<file path="src/hpp_pkg.sv">
package hpp_pkg;

  localparam int PIN_COUNT = 16;
  localparam int WORD_W = 24;
  localparam int BYTE_W = 8;

  // Port pin control register field positions
  localparam int PC_GPIO_LO = 1;
  localparam int PC_GPIO_HI = 6;
  localparam int PC_MUX_BIT = 11;
  localparam int PC_DUAL_STROBE_BIT = 12;
  localparam int PC_DUAL_REQ_BIT = 13;
  localparam logic [15:0] PC_RESET = 16'h0000;

  // Polarity register bits; zero means active low
  localparam int POL_CS = 0;
  localparam int POL_STROBE = 1;
  localparam int POL_REQ = 2;
  localparam int POL_ACK = 3;
  localparam logic [3:0] POL_RESET = 4'h0;

  // GPIO bit positions
  localparam int PB_DATA_LO = 0;
  localparam int PB_ADDR_LO = 8;
  localparam int PB_STROBE_A = 11;
  localparam int PB_STROBE_B = 12;
  localparam int PB_CS = 13;
  localparam int PB_REQ_A = 14;
  localparam int PB_REQ_B = 15;

  localparam logic [15:0] GPIO_RESET = 16'h0000;
  localparam logic [23:0] WORD_RESET = 24'h000000;

  // Host byte map; transmit and receive bytes share addresses
  localparam logic [2:0] HA_HIGH = 3'h5;
  localparam logic [2:0] HA_MID = 3'h6;
  localparam logic [2:0] HA_LOW = 3'h7;

  // Data word size selection on the DSP side
  localparam logic [1:0] WS_8 = 2'h0;
  localparam logic [1:0] WS_16 = 2'h1;
  localparam logic [1:0] WS_24 = 2'h2;

  typedef struct packed {
    logic [15:0] pin_out;
    logic [15:0] pin_oe_n;
  } hpp_pins_t;

  typedef struct packed {
    logic wr;
    logic rd;
    logic [1:0] size;
    logic [23:0] wdata;
  } hpp_dsp_req_t;

endpackage : hpp_pkg

</file>
<file path="src/hpp_sync2.sv">
`timescale 1ns/10ps
`default_nettype none
module hpp_sync2 #(
  parameter int W = 16
) (
  input wire logic clk_i,
  input wire logic rstn_i,
  input wire logic [W-1:0] d_i,
  output logic [W-1:0] q_o
);
  logic [W-1:0] s1_q;
  logic [W-1:0] s2_q;

  // Host pins change on no DSP edge; two stages settle them
  always_ff @(posedge clk_i or negedge rstn_i) begin
    if (!rstn_i) begin
      s1_q <= '0;
      s2_q <= '0;
    end else begin
      s1_q <= d_i;
      s2_q <= s1_q;
    end
  end

  assign q_o = s2_q;
endmodule : hpp_sync2
`default_nettype wire

</file>
<file path="src/hpp_host_port.sv">
`timescale 1ns/10ps
`default_nettype none
module hpp_host_port (
  input wire logic clk_i,
  input wire logic rstn_i,
  input wire logic soft_reset_i,
  input wire logic [15:0] pin_in_i,
  output logic [15:0] pin_out_o,
  output logic [15:0] pin_oe_n_o,
  input wire logic [15:0] pin_ctrl_wdata_i,
  input wire logic pin_ctrl_we_i,
  input wire logic [3:0] polarity_wdata_i,
  input wire logic polarity_we_i,
  input wire logic [15:0] gpio_dir_wdata_i,
  input wire logic gpio_dir_we_i,
  input wire logic [15:0] gpio_val_wdata_i,
  input wire logic gpio_val_we_i,
  input wire hpp_pkg::hpp_dsp_req_t dsp_req_i,
  output logic [23:0] dsp_rdata_o,
  output logic [15:0] gpio_pin_value_o,
  output logic [15:0] port_pin_control_o,
  output logic dsp_receive_full_o,
  output logic dsp_send_empty_o
);
  logic [15:0] pin_ctrl_q;
  logic [3:0] pol_q;
  logic [15:0] dir_q;
  logic [15:0] gval_q;
  logic [15:0] pin_s;
  logic host_mode;
  logic mux_mode;
  logic dual_strobe;
  logic dual_req;
  logic cs_act;
  logic rd_act;
  logic wr_act;
  logic ack_act;
  logic rd_prev_q;
  logic wr_prev_q;
  logic as_prev_q;
  logic rd_rise;
  logic wr_fall;
  logic [2:0] addr_d;
  logic [2:0] addr_q;
  logic [23:0] tx_bytes_q;
  logic [23:0] rx_bytes_q;
  logic tx_full_q;
  logic rx_full_q;
  logic [23:0] hrx_q;
  logic hrx_full_q;
  logic [23:0] htx_q;
  logic htx_full_q;
  logic send_empty_q;
  logic [7:0] rd_byte;
  logic [15:0] out_d;
  logic [15:0] oe_n_d;
  logic [15:0] out_q;
  logic [15:0] oe_n_q;
  logic [23:0] dsp_rdata_q;
  logic [15:0] gpin_q;

  // Host pins are asynchronous to this clock
  hpp_sync2 #(.W(hpp_pkg::PIN_COUNT)) u_sync (
    .clk_i(clk_i),
    .rstn_i(rstn_i),
    .d_i(pin_in_i),
    .q_o(pin_s)
  );

  // Control registers; software reset clears them like the pin reset
  always_ff @(posedge clk_i or negedge rstn_i) begin
    if (!rstn_i) begin
      pin_ctrl_q <= hpp_pkg::PC_RESET;
      pol_q <= hpp_pkg::POL_RESET;
      dir_q <= hpp_pkg::GPIO_RESET;
      gval_q <= hpp_pkg::GPIO_RESET;
    end else if (soft_reset_i) begin
      pin_ctrl_q <= hpp_pkg::PC_RESET;
      pol_q <= hpp_pkg::POL_RESET;
      dir_q <= hpp_pkg::GPIO_RESET;
      gval_q <= hpp_pkg::GPIO_RESET;
    end else begin
      if (pin_ctrl_we_i) pin_ctrl_q <= pin_ctrl_wdata_i;
      if (polarity_we_i) pol_q <= polarity_wdata_i;
      if (gpio_dir_we_i) dir_q <= gpio_dir_wdata_i;
      if (gpio_val_we_i) gval_q <= gpio_val_wdata_i;
    end
  end

  assign host_mode = |pin_ctrl_q[hpp_pkg::PC_GPIO_HI:hpp_pkg::PC_GPIO_LO];
  assign mux_mode = pin_ctrl_q[hpp_pkg::PC_MUX_BIT];
  assign dual_strobe = pin_ctrl_q[hpp_pkg::PC_DUAL_STROBE_BIT];
  assign dual_req = pin_ctrl_q[hpp_pkg::PC_DUAL_REQ_BIT];

  // Polarity bit zero keeps the reset active-low sense
  assign cs_act = mux_mode ? 1'b1
                : (pin_s[hpp_pkg::PB_CS] ^ ~pol_q[hpp_pkg::POL_CS]);
  assign ack_act = pin_s[hpp_pkg::PB_REQ_B] ^ ~pol_q[hpp_pkg::POL_ACK];

  always_comb begin
    if (dual_strobe) begin
      rd_act = pin_s[hpp_pkg::PB_STROBE_A] ^ ~pol_q[hpp_pkg::POL_STROBE];
      wr_act = pin_s[hpp_pkg::PB_STROBE_B] ^ ~pol_q[hpp_pkg::POL_STROBE];
    end else begin
      rd_act = (pin_s[hpp_pkg::PB_STROBE_B] ^ ~pol_q[hpp_pkg::POL_STROBE])
               & pin_s[hpp_pkg::PB_STROBE_A];
      wr_act = (pin_s[hpp_pkg::PB_STROBE_B] ^ ~pol_q[hpp_pkg::POL_STROBE])
               & ~pin_s[hpp_pkg::PB_STROBE_A];
    end
    rd_act = rd_act & cs_act & host_mode;
    wr_act = wr_act & cs_act & host_mode;
  end

  // Address from lines in plain mode, latched at address strobe when muxed
  always_comb begin
    addr_d = addr_q;
    if (!mux_mode) begin
      addr_d = {pin_s[hpp_pkg::PB_ADDR_LO+2], pin_s[hpp_pkg::PB_ADDR_LO+1],
                pin_s[hpp_pkg::PB_ADDR_LO]};
    end else if (as_prev_q && !pin_s[hpp_pkg::PB_ADDR_LO]) begin
      addr_d = pin_s[2:0];
    end
  end

  assign rd_rise = rd_prev_q & ~rd_act;
  assign wr_fall = wr_prev_q & ~wr_act;

  always_ff @(posedge clk_i or negedge rstn_i) begin
    if (!rstn_i) begin
      rd_prev_q <= 1'b0;
      wr_prev_q <= 1'b0;
      as_prev_q <= 1'b0;
      addr_q <= 3'h0;
    end else begin
      rd_prev_q <= rd_act;
      wr_prev_q <= wr_act;
      as_prev_q <= pin_s[hpp_pkg::PB_ADDR_LO];
      addr_q <= addr_d;
    end
  end

  // Host byte bank: low byte completes a word, reading it frees the receive side
  always_ff @(posedge clk_i or negedge rstn_i) begin
    if (!rstn_i) begin
      tx_bytes_q <= hpp_pkg::WORD_RESET;
      tx_full_q <= 1'b0;
    end else if (wr_fall) begin
      unique case (addr_q)
        hpp_pkg::HA_HIGH: tx_bytes_q[23:16] <= pin_s[7:0];
        hpp_pkg::HA_MID: tx_bytes_q[15:8] <= pin_s[7:0];
        hpp_pkg::HA_LOW: begin
          tx_bytes_q[7:0] <= pin_s[7:0];
          tx_full_q <= 1'b1;
        end
        default: ;
      endcase
    end else if (tx_full_q && !hrx_full_q) begin
      tx_full_q <= 1'b0;
    end
  end

  always_comb begin
    unique case (addr_q)
      hpp_pkg::HA_HIGH: rd_byte = rx_bytes_q[23:16];
      hpp_pkg::HA_MID: rd_byte = rx_bytes_q[15:8];
      hpp_pkg::HA_LOW: rd_byte = rx_bytes_q[7:0];
      default: rd_byte = 8'h00;
    endcase
  end

  always_ff @(posedge clk_i or negedge rstn_i) begin
    if (!rstn_i) begin
      rx_bytes_q <= hpp_pkg::WORD_RESET;
      rx_full_q <= 1'b0;
    end else if (!rx_full_q && htx_full_q) begin
      rx_bytes_q <= htx_q;
      rx_full_q <= 1'b1;
    end else if (rd_rise && addr_q == hpp_pkg::HA_LOW) begin
      rx_full_q <= 1'b0;
    end
  end

  // DSP receive word: filled from host bytes, emptied by a DSP read
  always_ff @(posedge clk_i or negedge rstn_i) begin
    if (!rstn_i) begin
      hrx_q <= hpp_pkg::WORD_RESET;
      hrx_full_q <= 1'b0;
    end else if (tx_full_q && !hrx_full_q) begin
      hrx_q <= tx_bytes_q;
      hrx_full_q <= 1'b1;
    end else if (dsp_req_i.rd) begin
      hrx_full_q <= 1'b0;
    end
  end

  // DSP send word; narrow writes sit in the low bits
  // The empty flag is a flop of its own so the status output has no gate after it
  always_ff @(posedge clk_i or negedge rstn_i) begin
    if (!rstn_i) begin
      htx_q <= hpp_pkg::WORD_RESET;
      htx_full_q <= 1'b0;
      send_empty_q <= 1'b1;
    end else if (dsp_req_i.wr) begin
      unique case (dsp_req_i.size)
        hpp_pkg::WS_8: htx_q <= {16'h0000, dsp_req_i.wdata[7:0]};
        hpp_pkg::WS_16: htx_q <= {8'h00, dsp_req_i.wdata[15:0]};
        default: htx_q <= dsp_req_i.wdata;
      endcase
      htx_full_q <= 1'b1;
      send_empty_q <= 1'b0;
    end else if (htx_full_q && !rx_full_q) begin
      htx_full_q <= 1'b0;
      send_empty_q <= 1'b1;
    end
  end

  always_ff @(posedge clk_i or negedge rstn_i) begin
    if (!rstn_i) begin
      dsp_rdata_q <= hpp_pkg::WORD_RESET;
    end else begin
      unique case (dsp_req_i.size)
        hpp_pkg::WS_8: dsp_rdata_q <= {16'h0000, hrx_q[7:0]};
        hpp_pkg::WS_16: dsp_rdata_q <= {8'h00, hrx_q[15:0]};
        default: dsp_rdata_q <= hrx_q;
      endcase
    end
  end

  // Pin drivers: host functions override GPIO bits entirely
  always_comb begin
    oe_n_d = ~dir_q;
    out_d = gval_q;
    if (host_mode) begin
      oe_n_d = 16'hffff;
      out_d = 16'h0000;
      if (rd_act) begin
        oe_n_d[7:0] = 8'h00;
        out_d[7:0] = rd_byte;
      end
      if (dual_req) begin
        oe_n_d[hpp_pkg::PB_REQ_A] = 1'b0;
        oe_n_d[hpp_pkg::PB_REQ_B] = 1'b0;
        out_d[hpp_pkg::PB_REQ_A] = ~tx_full_q ^ ~pol_q[hpp_pkg::POL_REQ];
        out_d[hpp_pkg::PB_REQ_B] = rx_full_q ^ ~pol_q[hpp_pkg::POL_REQ];
      end else begin
        oe_n_d[hpp_pkg::PB_REQ_A] = 1'b0;
        out_d[hpp_pkg::PB_REQ_A] = (rx_full_q & ~ack_act) ^ ~pol_q[hpp_pkg::POL_REQ];
      end
    end
  end

  always_ff @(posedge clk_i or negedge rstn_i) begin
    if (!rstn_i) begin
      out_q <= hpp_pkg::GPIO_RESET;
      oe_n_q <= 16'hffff;
      gpin_q <= hpp_pkg::GPIO_RESET;
    end else begin
      out_q <= out_d;
      oe_n_q <= oe_n_d;
      gpin_q <= dir_q & gval_q | ~dir_q & pin_s;
    end
  end

  assign pin_out_o = out_q;
  assign pin_oe_n_o = oe_n_q;
  assign dsp_rdata_o = dsp_rdata_q;
  assign gpio_pin_value_o = gpin_q;
  assign port_pin_control_o = pin_ctrl_q;
  assign dsp_receive_full_o = hrx_full_q;
  assign dsp_send_empty_o = send_empty_q;

  a_reset_gpio_mode: assert property (@(posedge clk_i) disable iff (!rstn_i)
    $past(soft_reset_i) |-> pin_ctrl_q == 16'h0000 && pol_q == 4'h0)
    else $error("soft reset left control set");
  a_gpio_dir_drive: assert property (@(posedge clk_i) disable iff (!rstn_i)
    !host_mode |=> pin_oe_n_o == ~$past(dir_q))
    else $error("gpio driver mismatch with direction");
  a_host_ignores_gpio: assert property (@(posedge clk_i) disable iff (!rstn_i)
    host_mode && !rd_act |=> pin_oe_n_o[13:0] == 14'h3fff)
    else $error("host mode drove gpio pins");
  a_rx_to_host: assert property (@(posedge clk_i) disable iff (!rstn_i)
    htx_full_q && !rx_full_q |=> rx_full_q && rx_bytes_q == $past(htx_q))
    else $error("send word not moved to host bytes");
  a_tx_to_dsp: assert property (@(posedge clk_i) disable iff (!rstn_i)
    tx_full_q && !hrx_full_q && !wr_fall |=> hrx_full_q && hrx_q == $past(tx_bytes_q))
    else $error("host bytes not moved to receive word");
  a_host_write_low: assert property (@(posedge clk_i) disable iff (!rstn_i)
    wr_fall && addr_q == 3'h7 |=> tx_full_q && tx_bytes_q[7:0] == $past(pin_s[7:0]))
    else $error("low byte write not loaded");
  a_read_drive: assert property (@(posedge clk_i) disable iff (!rstn_i)
    rd_act |=> pin_oe_n_o[7:0] == 8'h00 && pin_out_o[7:0] == $past(rd_byte))
    else $error("read data not driven");
  a_size_8bit: assert property (@(posedge clk_i) disable iff (!rstn_i)
    dsp_req_i.wr && dsp_req_i.size == 2'h0 |=> htx_q[23:8] == 16'h0000 && htx_full_q)
    else $error("byte write not zero extended");

  // Request pins follow the request mode; the acknowledge pin stays an input in single request mode
  a_dual_req_drive: assert property (@(posedge clk_i) disable iff (!rstn_i)
    host_mode && dual_req |=> pin_oe_n_o[15:14] == 2'h0)
    else $error("dual request pins not driven");
  a_ack_is_input: assert property (@(posedge clk_i) disable iff (!rstn_i)
    host_mode && !dual_req |=> pin_oe_n_o[15:14] == 2'h2)
    else $error("acknowledge pin driven in single request mode");
  a_gpio_out_value: assert property (@(posedge clk_i) disable iff (!rstn_i)
    !host_mode |=> pin_out_o == $past(gval_q))
    else $error("gpio output value mismatch");
  a_mux_addr_latch: assert property (@(posedge clk_i) disable iff (!rstn_i)
    mux_mode && as_prev_q && !pin_s[hpp_pkg::PB_ADDR_LO] |=> addr_q == $past(pin_s[2:0]))
    else $error("muxed address not latched");
  a_cs_gates_access: assert property (@(posedge clk_i) disable iff (!rstn_i)
    !mux_mode && !cs_act |-> !rd_act && !wr_act)
    else $error("access without chip select");
  a_idle_addr_read: assert property (@(posedge clk_i) disable iff (!rstn_i)
    rd_act && addr_q < hpp_pkg::HA_HIGH |=> pin_out_o[7:0] == 8'h00)
    else $error("unused address read not zero");
  a_host_write_mid: assert property (@(posedge clk_i) disable iff (!rstn_i)
    wr_fall && addr_q == hpp_pkg::HA_MID |=> tx_bytes_q[15:8] == $past(pin_s[7:0]))
    else $error("middle byte write not loaded");
  a_dsp_read_clear: assert property (@(posedge clk_i) disable iff (!rstn_i)
    dsp_req_i.rd && hrx_full_q |=> !hrx_full_q)
    else $error("receive word not freed by read");
  a_send_empty_flag: assert property (@(posedge clk_i) disable iff (!rstn_i)
    dsp_req_i.wr |=> !dsp_send_empty_o)
    else $error("send word not marked busy");
  a_soft_reset_gpio: assert property (@(posedge clk_i) disable iff (!rstn_i)
    soft_reset_i |=> dir_q == 16'h0000 && gval_q == 16'h0000)
    else $error("soft reset left gpio registers set");
endmodule : hpp_host_port
`default_nettype wire

</file>
<file path="config.mk">
export PLATFORM = sky130hd
export DESIGN_NAME = hpp_host_port
export DESIGN_NICKNAME = d
export VERILOG_FILES = /design/src/hpp_pkg.sv /design/src/hpp_sync2.sv /design/src/hpp_host_port.sv
export SDC_FILE = /design/constraint.sdc
export NUM_CORES = 1
export LEC_CHECK = 0
export ABC_AREA = 1
export ABC_CLOCK_PERIOD_IN_PS = 1250
export BUFFER_PORTS_ARGS = -buffer_cell sky130_fd_sc_hd__buf_2
export CORE_MARGIN = 3
export CORE_UTILIZATION = 48
export CTS_CLUSTER_DIAMETER = 50
export CTS_CLUSTER_SIZE = 40
export DETAILED_ROUTE_END_ITERATION = 16
export MAX_ROUTING_LAYER = met4
export PLACE_DENSITY = 0.78
export SLEW_MARGIN = 5
export SYNTH_ARGS = -nofsm -noshare
export SYNTH_HDL_FRONTEND = slang
export SYNTH_SLANG_ARGS = --single-unit
</file>
<file path="constraint.sdc">
create_clock -name clk_i -period 1.25 [get_ports clk_i]
set_input_delay 0.375 -clock clk_i [delete_from_list [all_inputs] [get_ports clk_i]]
set_output_delay 0.375 -clock clk_i [all_outputs]
set_load 0.005 [all_outputs]
</file>
Word level (Yosys, flattened, before mapping)
Cells that the tools add are included.

word-level totals
  memory bits (writable) = 0
  bits in registers = 263
  logic and storage cells = 115
  latch bits = 0
  output and inout port bits = 90
  bits of input ports = 103
  memories kept = 0
  ROM bits = 0

cells by class
  equal/unequal tests = 6
  shift-type cells = 0
  div/mod/pow operators = 0
  reduce and logical (&&, ||, !) cells = 21
  multiply operators = 0
  mux-type cells = 34
  $add $sub $neg = 0
  bitwise gates (word level) = 29
  $lt $le $gt $ge = 0

operator list
  cell                  count
  $mux W16              8
  $pmux W24 S2          2
  $and A16 B16 Y16      2
  $pmux W8 S3           1
  $mux W1               17
  $mux W8               2
  $not A16 Y16          1
  $or A16 B16 Y16       1
  $reduce_bool A2 Y1    8
  $and A1 B1 Y1         9
  $eq A3 B3 Y1 const B  3
  $not A1 Y1            9
  $mux W4               2
  $reduce_and A2 Y1     4
  $xor A1 B1 Y1         7
  $mux W3               2
  $reduce_or A6 Y1      1
  $logic_and A1 B1 Y1   4
  $ne A2 B1 Y1 const B  2
  $logic_not A1 Y1      3
  $eq A2 B1 Y1 const B  1
  $logic_not A2 Y1      1

Logic depth before layout (Yosys ltp)
Gate-level depths: netlist of run 1.

  depth in word-level cells = 11
  depth in mapped cells = 10
  mapped depth without buffers = 9

Cells and area by module
A second synthesis of run 1 with hierarchy kept.

second synthesis, totals
  cells, all modules = 886
  area total of the unflattened synthesis = 9760.6 um^2

by module, submodules not included
  module         instances  area an instance (um^2)  cells each  sequential area each (um^2)
  hpp_host_port  1          8959.8                   854         5801.8
  hpp_sync2      1          800.8                    32          800.8

Least setup slack after synthesis of run 1
Ideal clock, no wire load.

  path kind = register -> register
  from = register pin_ctrl_q[6] (netlist: port_pin_control_o[6])
  to = register tx_bytes_q[5]
  period minus slack after synthesis = 1.278 ns
  path buffers = 1
  arrival = 1.157 ns
  slack = -0.028 ns
  cell stages (with the launch flop) = 8
  required time = 1.129 ns
  setup time = 0.121 ns
  cell sequence = dfrtp_1 -> nor2_2 -> nand3_4 -> nand3_4 -> nand3_4 -> buf_12 -> nand2_2 -> o21ai_2

on the way
  longest elaborated chain between the ends = 5

RTL lines
  what                                line                  text
  start, declared                     hpp_host_port.sv:25   logic [15:0] pin_ctrl_q;
  start signal, assigned              hpp_host_port.sv:73   pin_ctrl_q <= hpp_pkg::PC_RESET;
  start signal, assigned              hpp_host_port.sv:78   pin_ctrl_q <= hpp_pkg::PC_RESET;
  start signal, assigned              hpp_host_port.sv:83   if (pin_ctrl_we_i) pin_ctrl_q <= pin_ctrl_wdata_i;
  $reduce_or A6 Y1                    hpp_host_port.sv:90   assign host_mode = |pin_ctrl_q[hpp_pkg::PC_GPIO_HI:hpp_pkg::PC_GPIO_LO];
  $and A1 B1 Y1                       hpp_host_port.sv:111  wr_act = wr_act & cs_act & host_mode;
  $not A1 Y1                          hpp_host_port.sv:126  assign wr_fall = wr_prev_q & ~wr_act;
  $and A1 B1 Y1                       hpp_host_port.sv:126
  $reduce_and A2 Y1 (no source line)  --
  end signal, assigned                hpp_host_port.sv:145  tx_bytes_q <= hpp_pkg::WORD_RESET;
  end signal, assigned                hpp_host_port.sv:152  tx_bytes_q[7:0] <= pin_s[7:0];
  end, declared                       hpp_host_port.sv:45   logic [23:0] tx_bytes_q;

Every way passes these cells.
A chain may end at the register's enable or synchronous reset.

Worst setup path after layout of run 1
  from = register pin_ctrl_q[6] (netlist: port_pin_control_o[6])
  to = output port port_pin_control_o[6]

RTL lines
  what           line                 text
  end, declared  hpp_host_port.sv:21  output logic [15:0] port_pin_control_o,

No word-level cell between the ends.

==> results of run 1 <==
==> power breakdown <==
| part | switching (W) | total [W] | leakage, nW | internal [W] |
|---|---|---|---|---|
| registers | 0.000687 | 0.0103 | 3.36 | 0.00964 |
| clock network | 0.00389 | 0.00800 | 0.441 | 0.00412 |
| logic | 0.00165 | 0.00300 | 2.75 | 0.00135 |
| total | 0.00622 | 0.0213 | 6.56 | 0.0151 |
==> cell families after synthesis <==
group / synth area share (%)
AO/OA/AOI/OAI: 10.3
XOR/XNOR: 0.0897
buffers and inverters: 7.17
flip-flops: 67.6
multiplexers: 1.85
AND/OR/NAND/NOR: 13.0
==> layout by cell type, fill, tap and decap left out, drive strengths merged <==
cell type and n:
o21a 1, nor2 33, clkbuf 30, mux2 16, o211ai 2, xor2 1, clkinv 9, dlygate4sd3 17
dfrtp 246, dfstp 17, o21ai 152, or2 4, inv 131, nand2 144, and3 1, a21o 1
nand3 90, o22ai 3, diode 6, buf 265, a21oi 20
==> metal layers <==
metal,vias to the layer above,track usage [%]
met4,0,7.67
met3,57,4.27
met5,-,-
li1,3425,-
met1,3537,29.4
met2,287,37.1
==> worst register-to-register path: cells and delay by family, from the launching register on <==
| family | cells | cell delay, ps |
|---|---|---|
| and+or+nand+nor | 5 | 690 |
| DFF | 1 | 400 |
| AOI/OAI and AO/OA | 1 | 60 |
| buffers and inverters | 2 | 310 |
==> area by class of cell <==
type / instances / area [um^2]
repair inverters: 1 / 11.3
fillers: 1421 / 6580
diodes: 6 / 15.0
repair buffers: 286 / 2100
well taps: 265 / 332
flip-flops and latches: 263 / 6600
clock inverters: 19 / 260
multi-input cells: 468 / 2710
clock buffers: 26 / 639
inverters: 120 / 470
==> metrics by stage <==
step	hold slack [ps]	total power, W	instances
after global routing	50.3	0.0223	1453
after CTS	25.4	0.0213	1437
final	42.4	0.0213	1454
after global placement	272	0.0128	1353
after floorplan	79.4	0.0117	886
after detailed placement	275	0.0129	1353
==> sequential cells by signal, summed over array words and instances, names as in the netlist, 24 cells and up <==
signal,flops
hrx_q,24
dsp_rdata_o,24
htx_q,24
rx_bytes_q,24
tx_bytes_q,24
==> worst paths after layout <==
| kind | start | to | slack, ps |
|---|---|---|---|
| setup / recovery | port_pin_control_o[6] | port_pin_control_o[6] | -290 |
| hold / removal | dsp_req_i[26] | dsp_receive_full_o | 40 |
| setup reg to reg | port_pin_control_o[4] | tx_bytes_q[0] | -280 |
| hold reg to reg | u_sync.s1_q[5] | u_sync.q_o[5] | 350 |
| max in group asynchronous | rstn_i | pin_oe_n_o[4] | 350 |
| min in group asynchronous | rstn_i | dsp_rdata_o[2] | 320 |
==> repair_timing <==
action,in CTS,in global routing
pin swaps,17,9
cloned,5,4
setup endpoints to repair,133,165
buffers inserted,17,8
hold buffers,17,0
gates resized for setup,84,24
hold endpoints to repair,38,0
==> reports/qor.txt, run 1 <==
Post-synth top area share -> 63.1%
Top-count cell post-synth -> dfrtp_1
Drc violations -> 0
DR WL/cell -> 17.4 um
Async SR Flop Fraction -> 100%
Gp weighted congestion -> 0.851
Initial antenna violation count -> 5
Syn Std Cell Area -> 9760 um^2
Post-synth top cells -> dfrtp_1 (246), nand2_1 (134), inv_1 (115), o21ai_0 (115), nand3_1 (80)
Root Driver -> clkbuf_16
Ratio of final minimum period to clock period -> 124%
TritonCTS clock tree -> yes
Port bufs -> 192
Setup ws final -> -295 ps
Hold Crit Depth -> 2
Power Density -> 1620 nW/um^2
CTS clk-pin slew, worst paths -> 90 ps
Setup_tns -> -25060 ps
Tightest Hold Check Type -> in -> reg
I/O pin cnt -> 193
Slew HR -> 54.1%
Post-synthesis cell count -> 886
Final setup vio count -> 144
Register area share after synthesis -> 67.6%
Fin. max-slew vios -> 0
Number of synthesized flops with an enable pin -> 0
CP endpoint kind -> output port
Min Clock Period, post-route -> 1540 ps
Placed instance area -> 11300 um^2
First-pass GRT wire length -> 38700 um
Area leader, netlist -> dfrtp_1
Via count -> 7306
Levels on crit path -> 2
Critical path type -> reg -> out
Core ar. -> 19700 um^2
DPL Wire Length -> 16400 um
Layout cells sized above 1 -> 37.3%
Clk Latency, worst-skew pair -> 530 ps
Largest fanout on the critical path -> 2
WL met2 -> 12600 um
Syn Area/Cell -> 11.0 um^2
Non-Filler Cell Area, Final -> 13100 um^2
CTS sink cnt -> 263
Worst-Margin Slew -> 688 ps
Failing checks -> negative setup slack
Clk_skew -> 28.5 ps
First-pass DRT Iterations -> 5
Grt ovf -> 0
Yosys warning count -> 0
CP bufs+invs -> 2
Leak pwr -> 6.56 nW
Total CTS buffers -> 25
Distinct cell type count after synthesis -> 34
Fin nets -> 1268
Detailed Route WL -> 25300 um
FF-to-FF path depth -> 8
Critical path's top delay family -> flip-flops
Die Y -> 149 um
Critical Path Start Type -> flop
Worst path cell trace -> buf_6 -> buf_6
Flops & latches, synth -> 263
Rows -> 51
Detailed router's first-iteration violation count -> 540
H-tree Lvls -> 1
Dominant synthesized flop cell -> dfrtp_1
Slowest CP cell -> dfrtp_1
P&R area growth vs syn -> 34.6%
Die Wd -> 149 um
Met3 wire length -> 1670 um
Post-detailed-route count of antenna-violating nets -> 0
Status -> finished with violations
Initial Util -> 49.5%
Top cell by count, worst path -> buf_6
RSZ-0062 raised after global routing -> yes
Fmax -> 647 MHz
Post-route core utilization -> 66.6%
Die ar. -> 22100 um^2
Synth top area cells -> dfrtp_1 (63%), o21ai_0 (5.9%), nand2_1 (5.2%)
Syn_nets -> 989
Crit-path max cell delay -> 420 ps
Worst vdd ir -> 1110 uV
Final hold violation count -> 0
Worst Path Required -> 880 ps
Top layer reached by signal wires -> met4
Total track usage -> 22.9%
Pin count of the biggest net entering global routing -> 51
Met1 WL -> 10200 um
Clk buf depth -> 3
Via density -> 5.02
WP data arrival -> 1170 ps
Max Cap Viol -> 0
Vias in the first global route -> 7325
Setup WS pre-CTS -> -160 ps
Power figures use the tool's default switching activity.
==> run 2, diff against run 1 <==
Settings changed: CORE_ASPECT_RATIO set to 1.75, PLACE_DENSITY 0.78 to not set, PLACE_DENSITY_LB_ADDON set to 0.12, TNS_END_PERCENT set to 10.
==> run 2 against run 1 <==
The run still ends with negative setup slack left. Critical path depth down 1. Largest cell class unchanged. Worst hold slack worse by 28 ps. Power fell by 14%. Critical endpoint is now pin_oe_n_o[11]. Critical path type unchanged.
==> reports/qor.txt, run 2 (synthesis gave the netlist of run 1 again) <==
Power Density -> 1500 nW/um^2
Worst-Margin Slew -> 524 ps
Slowest CP cell -> dfstp_2
Worst Path Required -> 880 ps
Via density -> 4.92
Clk Latency, worst-skew pair -> 490 ps
Fillers -> 1686
Most frequent cells in the layout -> dfrtp_1 (245), buf_2 (176), nand2_1 (125), o21ai_0 (115), inv_1 (112)
Layout cells sized above 1 -> 33.3%
First-pass DRT Iterations -> 4
Core ar. -> 19800 um^2
Total track usage -> 21.4%
CTS sink cnt -> 263
RSZ-0062 raised after global routing -> yes
Rows -> 68
Fmax -> 648 MHz
CP bufs+invs -> 1
P&R area growth vs syn -> 26.0%
Gp weighted congestion -> 0.847
First-pass GRT wire length -> 36300 um
Grt ovf -> 0
Worst path cell trace -> buf_2
Most common cell after layout, fill and taps aside -> dfrtp_1
Detailed router's first-iteration violation count -> 446
Die Wd -> 114 um
Final setup vio count -> 141
Failing checks -> negative setup slack
Slew HR -> 65.1%
WP data arrival -> 1170 ps
Status -> finished with violations
Setup WS pre-CTS -> -174 ps
Critical path type -> reg -> out
Final hold violation count -> 0
Worst vdd ir -> 1210 uV
TritonCTS clock tree -> yes
I/O pin cnt -> 193
Fin nets -> 1237
Leak pwr -> 6.19 nW
Die ar. -> 22100 um^2
Placed instance area -> 11300 um^2
Setup ws final -> -293 ps
Initial Util -> 49.2%
Clk_skew -> 22.9 ps
Critical Path Start Type -> flop
Root Driver -> clkbuf_16
Critical path's top delay family -> flip-flops
Via count -> 6820
Post-route core utilization -> 62.0%
Port bufs -> 192
Antenna Cells -> 0
Min Clock Period, post-route -> 1540 ps
Vias in the first global route -> 6957
Total CTS buffers -> 14
Max Cap Viol -> 0
FF/Latch Area -> 6600 um^2
CTS clk-pin slew, worst paths -> 100 ps
DPL Wire Length -> 16700 um
Clk buf depth -> 3
Setup_tns -> -22020 ps
Pin count of the biggest net entering global routing -> 50
Fin. max-slew vios -> 0
Drc violations -> 0
Multi-input logic area -> 2540 um^2
Die Y -> 195 um
Ratio of final minimum period to clock period -> 123%
Tightest Hold Check Type -> in -> reg
Post-detailed-route count of antenna-violating nets -> 0
H-tree Lvls -> 1
Detailed Route WL -> 23000 um
Initial antenna violation count -> 0
CP endpoint kind -> output port
Non-Filler Cell Area, Final -> 12300 um^2
DR WL/cell -> 16.6 um
Crit-path max cell delay -> 560 ps
Largest fanout on the critical path -> 1
Overall power -> 0.0184 W
[run 2: cell count changes in the layout (fill, tap and decap cells not counted), moves of 7 or more]
cell / change
a21oi_1: +7
nand2_1: +12
buf_4: -8
nand2_2: -10
clkbuf_16: -13
[run 2: repair_timing]
item | in CTS | in global routing
hold buffers | 15 | 1
hold endpoints to repair | 30 | 1
setup endpoints to repair | 133 | 152
cloned | 0 | 3
setup buffers | 5 | 5
gates resized for setup | 27 | 25
pin swaps | 2 | 5
[run 2: worst paths after layout]
kind,start,to,slack [ps],cells after the start
worst max-delay path,pin_oe_n_o[11],pin_oe_n_o[11],-290,1
worst max register to register,port_pin_control_o[3],tx_bytes_q[22],-270,7
min in group asynchronous,rstn_i,dir_q[3],330,2
max in group asynchronous,rstn_i,pin_oe_n_o[15],330,3
worst min register to register,u_sync.s1_q[0],u_sync.q_o[0],360,0
worst min-delay path,pin_in_i[10],u_sync.s1_q[10],10,1
[run 2: metal layers]
metal  up-vias  GRT usage [%]  routed length (um)
met5         -              -                   0
met4         0           6.16                 716
met3        36           2.21                 914
met2       161           37.8               12400
met1      3302           25.8                8980
li1       3321              -                   -
[run 2: final cells by class]
| type | instances | area share [%] |
|---|---|---|
| clock inverter | 7 | 0.783 |
| timing repair buffer | 269 | 15.4 |
| multi-input combinational | 466 | 20.6 |
| inverter | 120 | 3.76 |
| tap | 245 | 2.49 |
| clock buffer | 17 | 3.19 |
| sequential | 263 | 53.7 |
[run 2: worst reg2reg max path, cell delays in order, from the launching register on]
cell	delay, ps
dfrtp_1	420
buf_6	130
nor2_4	110
nand3_4	110
nand3_4	190
buf_12	150
nand3_4	160
o21ai_2	170
[run 2: power breakdown]
group | leakage, nW | internal, W | switching [W] | total [W]
Clock | 0.240 | 0.00256 | 0.00284 | 0.00541
Sequential | 3.36 | 0.00964 | 0.000622 | 0.0103
Combinational | 2.59 | 0.00125 | 0.00149 | 0.00275
[run 2: metrics by stage]
| step | hold slack [ps] | std cells |
|---|---|---|
| after floorplan | 79.4 | 886 |
| after global placement | 254 | 1334 |
| after detailed placement | 251 | 1334 |
| after CTS | 5.22 | 1378 |
| after global routing | 2.43 | 1387 |
| final | 14.1 | 1387 |
==> run 3, diff against run 2 <==
Settings changed: BUFFER_PORTS_ARGS -buffer_cell sky130_fd_sc_hd__buf_2 to -buffer_cell sky130_fd_sc_hd__buf_4, CTS_BUF_LIST set to sky130_fd_sc_hd__clkbuf_4 sky130_fd_sc_hd__clkbuf_8 sky130_fd_sc_hd__clkbuf_16, SLEW_MARGIN 5 to 25.
==> run 3 against run 2 <==
Maximum frequency rose by 1.1%. Largest cell class unchanged. The flow still finishes with violations (negative setup slack). Global-route usage up 1.0 points. Highest routed layer unchanged. Largest power group unchanged. Core utilization up 4.0 points. Die area unchanged. Sequential cell count is the same. Sequential share of layout area decreased by 3.3 points. Setup slack gained 16 ps. First-iteration DRC count shrank 2.9%. Register-to-register slack gained 40 ps.
==> reports/qor.txt, run 3 (synthesis gave the netlist of run 1 again) <==
GR Util met1 -> 26.3%
Post-detailed-route count of antenna-violating nets -> 0
Most frequent cells in the layout -> dfrtp_1 (246), buf_4 (137), nand2_1 (127), o21ai_0 (115), inv_1 (113)
Die Wd -> 114 um
R2R Path Start -> port_pin_control_o[2]
RSZ-0062 raised after global routing -> yes
Power Density -> 1480 nW/um^2
Gr busiest metal -> met2
Setup WS pre-CTS -> -150 ps
Hold Slack -> 85.4 ps
Hold Crit Depth -> 2
I/O pin cnt -> 193
Leak pwr -> 6.40 nW
Grt met3 use -> 2.83%
Fin. max-slew vios -> 0
WP data arrival -> 1150 ps
GR Util met2 -> 39.7%
Gp weighted congestion -> 0.844
Die ar. -> 22100 um^2
Detailed Route WL -> 23700 um
Critical path type -> reg -> out
Worst r2r dst -> tx_bytes_q[21]
Clk Latency, worst-skew pair -> 490 ps
Post-route core utilization -> 66.1%
Total CTS buffers -> 15
Setup ws final -> -276 ps
First-pass GRT wire length -> 37800 um
Die Y -> 195 um
Largest fanout on the critical path -> 2
Tightest Hold Check Type -> in -> reg
Worst vdd ir -> 1680 uV
Final setup vio count -> 142
Via density -> 4.99
Most common cell after layout, fill and taps aside -> dfrtp_1
Rows -> 68
DP Cell Count -> 1337
Min Clock Period, post-route -> 1530 ps
Fin nets -> 1240
DR WL/cell -> 17.1 um
Detailed router's first-iteration violation count -> 433
Drc violations -> 0
Critical Path Start Type -> flop
First-pass DRT Iterations -> 5
TritonCTS clock tree -> yes
Clk buf depth -> 3
Max Cap Viol -> 0
Slew HR -> 55.9%
Worst Path Required -> 880 ps
Status -> finished with violations
Initial Util -> 49.2%
CTS clk-pin slew, worst paths -> 100 ps
Overall power -> 0.0193 W
Root Driver -> clkbuf_16
Clk_skew -> 32.3 ps
P&R area growth vs syn -> 34.2%
Vias in the first global route -> 7187
Worst-Margin Slew -> 662 ps
Fmax -> 655 MHz
Failing checks -> negative setup slack
Pin count of the biggest net entering global routing -> 51
DPL Wire Length -> 17300 um
Total track usage -> 22.4%
Initial antenna violation count -> 1
FF-to-FF path depth -> 7
Layout cells sized above 1 -> 32.9%
Via count -> 6940
CP endpoint kind -> output port
Port bufs -> 192
R2R setup slack -> -230 ps
Final hold violation count -> 0
H-tree Lvls -> 1
Hold endpoint -> dsp_receive_full_o
Core ar. -> 19800 um^2
Final std cells w/o fill -> 1391
Hold_sp -> dsp_req_i[26]
CTS sink cnt -> 263
Ratio of final minimum period to clock period -> 122%
Grt ovf -> 0
-- run 3: how the worst max path moves through the flow --
stage / startpoint / to / depth (start not counted)
floorplan: port_pin_control_o[6] / tx_bytes_q[5] / 7
global placement: port_pin_control_o[2] / tx_bytes_q[11] / 6
detailed placement: port_pin_control_o[6] / tx_bytes_q[4] / 6
CTS: pin_oe_n_o[12] / pin_oe_n_o[12] / 1
global route: port_pin_control_o[6] / port_pin_control_o[6] / 2
finish: port_pin_control_o[6] / port_pin_control_o[6] / 2
-- run 3: what timing repair did --
action | CTS | global route
setup buffers | 6 | 1
pin swaps | 0 | 15
gates resized for setup | 101 | 24
hold buffers | 17 | 0
hold endpoints to repair | 30 | 0
endpoints found under the setup margin | 132 | 159
gates cloned | 0 | 4
-- run 3: critical path: stages (launching register included) --
cell     delay (ps)
dfrtp_1         430
buf_6           140
buf_6           100
-- run 3: cell type report --
cell class	count	area, um^2
tap	245	307
antenna	1	2.50
timing repair buffer	269	2600
clock inverter	10	191
inverter	120	460
fill	1594	6730
sequential	263	6600
clock buffer	15	375
multi-input combinational	468	2560
-- run 3: per-stage QoR --
stage	TNS (ps)	cell area (um^2)
floorplan	-20.8	9760
global placement	-3370	11800
detailed placement	-5010	11800
CTS	-24450	13000
global route	-28680	13100
finish	-21810	13100
-- run 3: power by group --
group / switching [W] / leakage (nW) / internal, W / total [W]
Sequential: 0.000691 / 3.36 / 0.00964 / 0.0103
Clock: 0.00300 / 0.270 / 0.00299 / 0.00599
Combinational: 0.00150 / 2.77 / 0.00150 / 0.00301
Total: 0.00520 / 6.40 / 0.0141 / 0.0193
-- run 3: routing by layer --
layer / part of all wire, % / vias to the layer above
li1: - / 3337
met1: 37 / 3386
met2: 55 / 173
met3: 4.5 / 44
met4: 3.1 / 0
met5: 0 / -
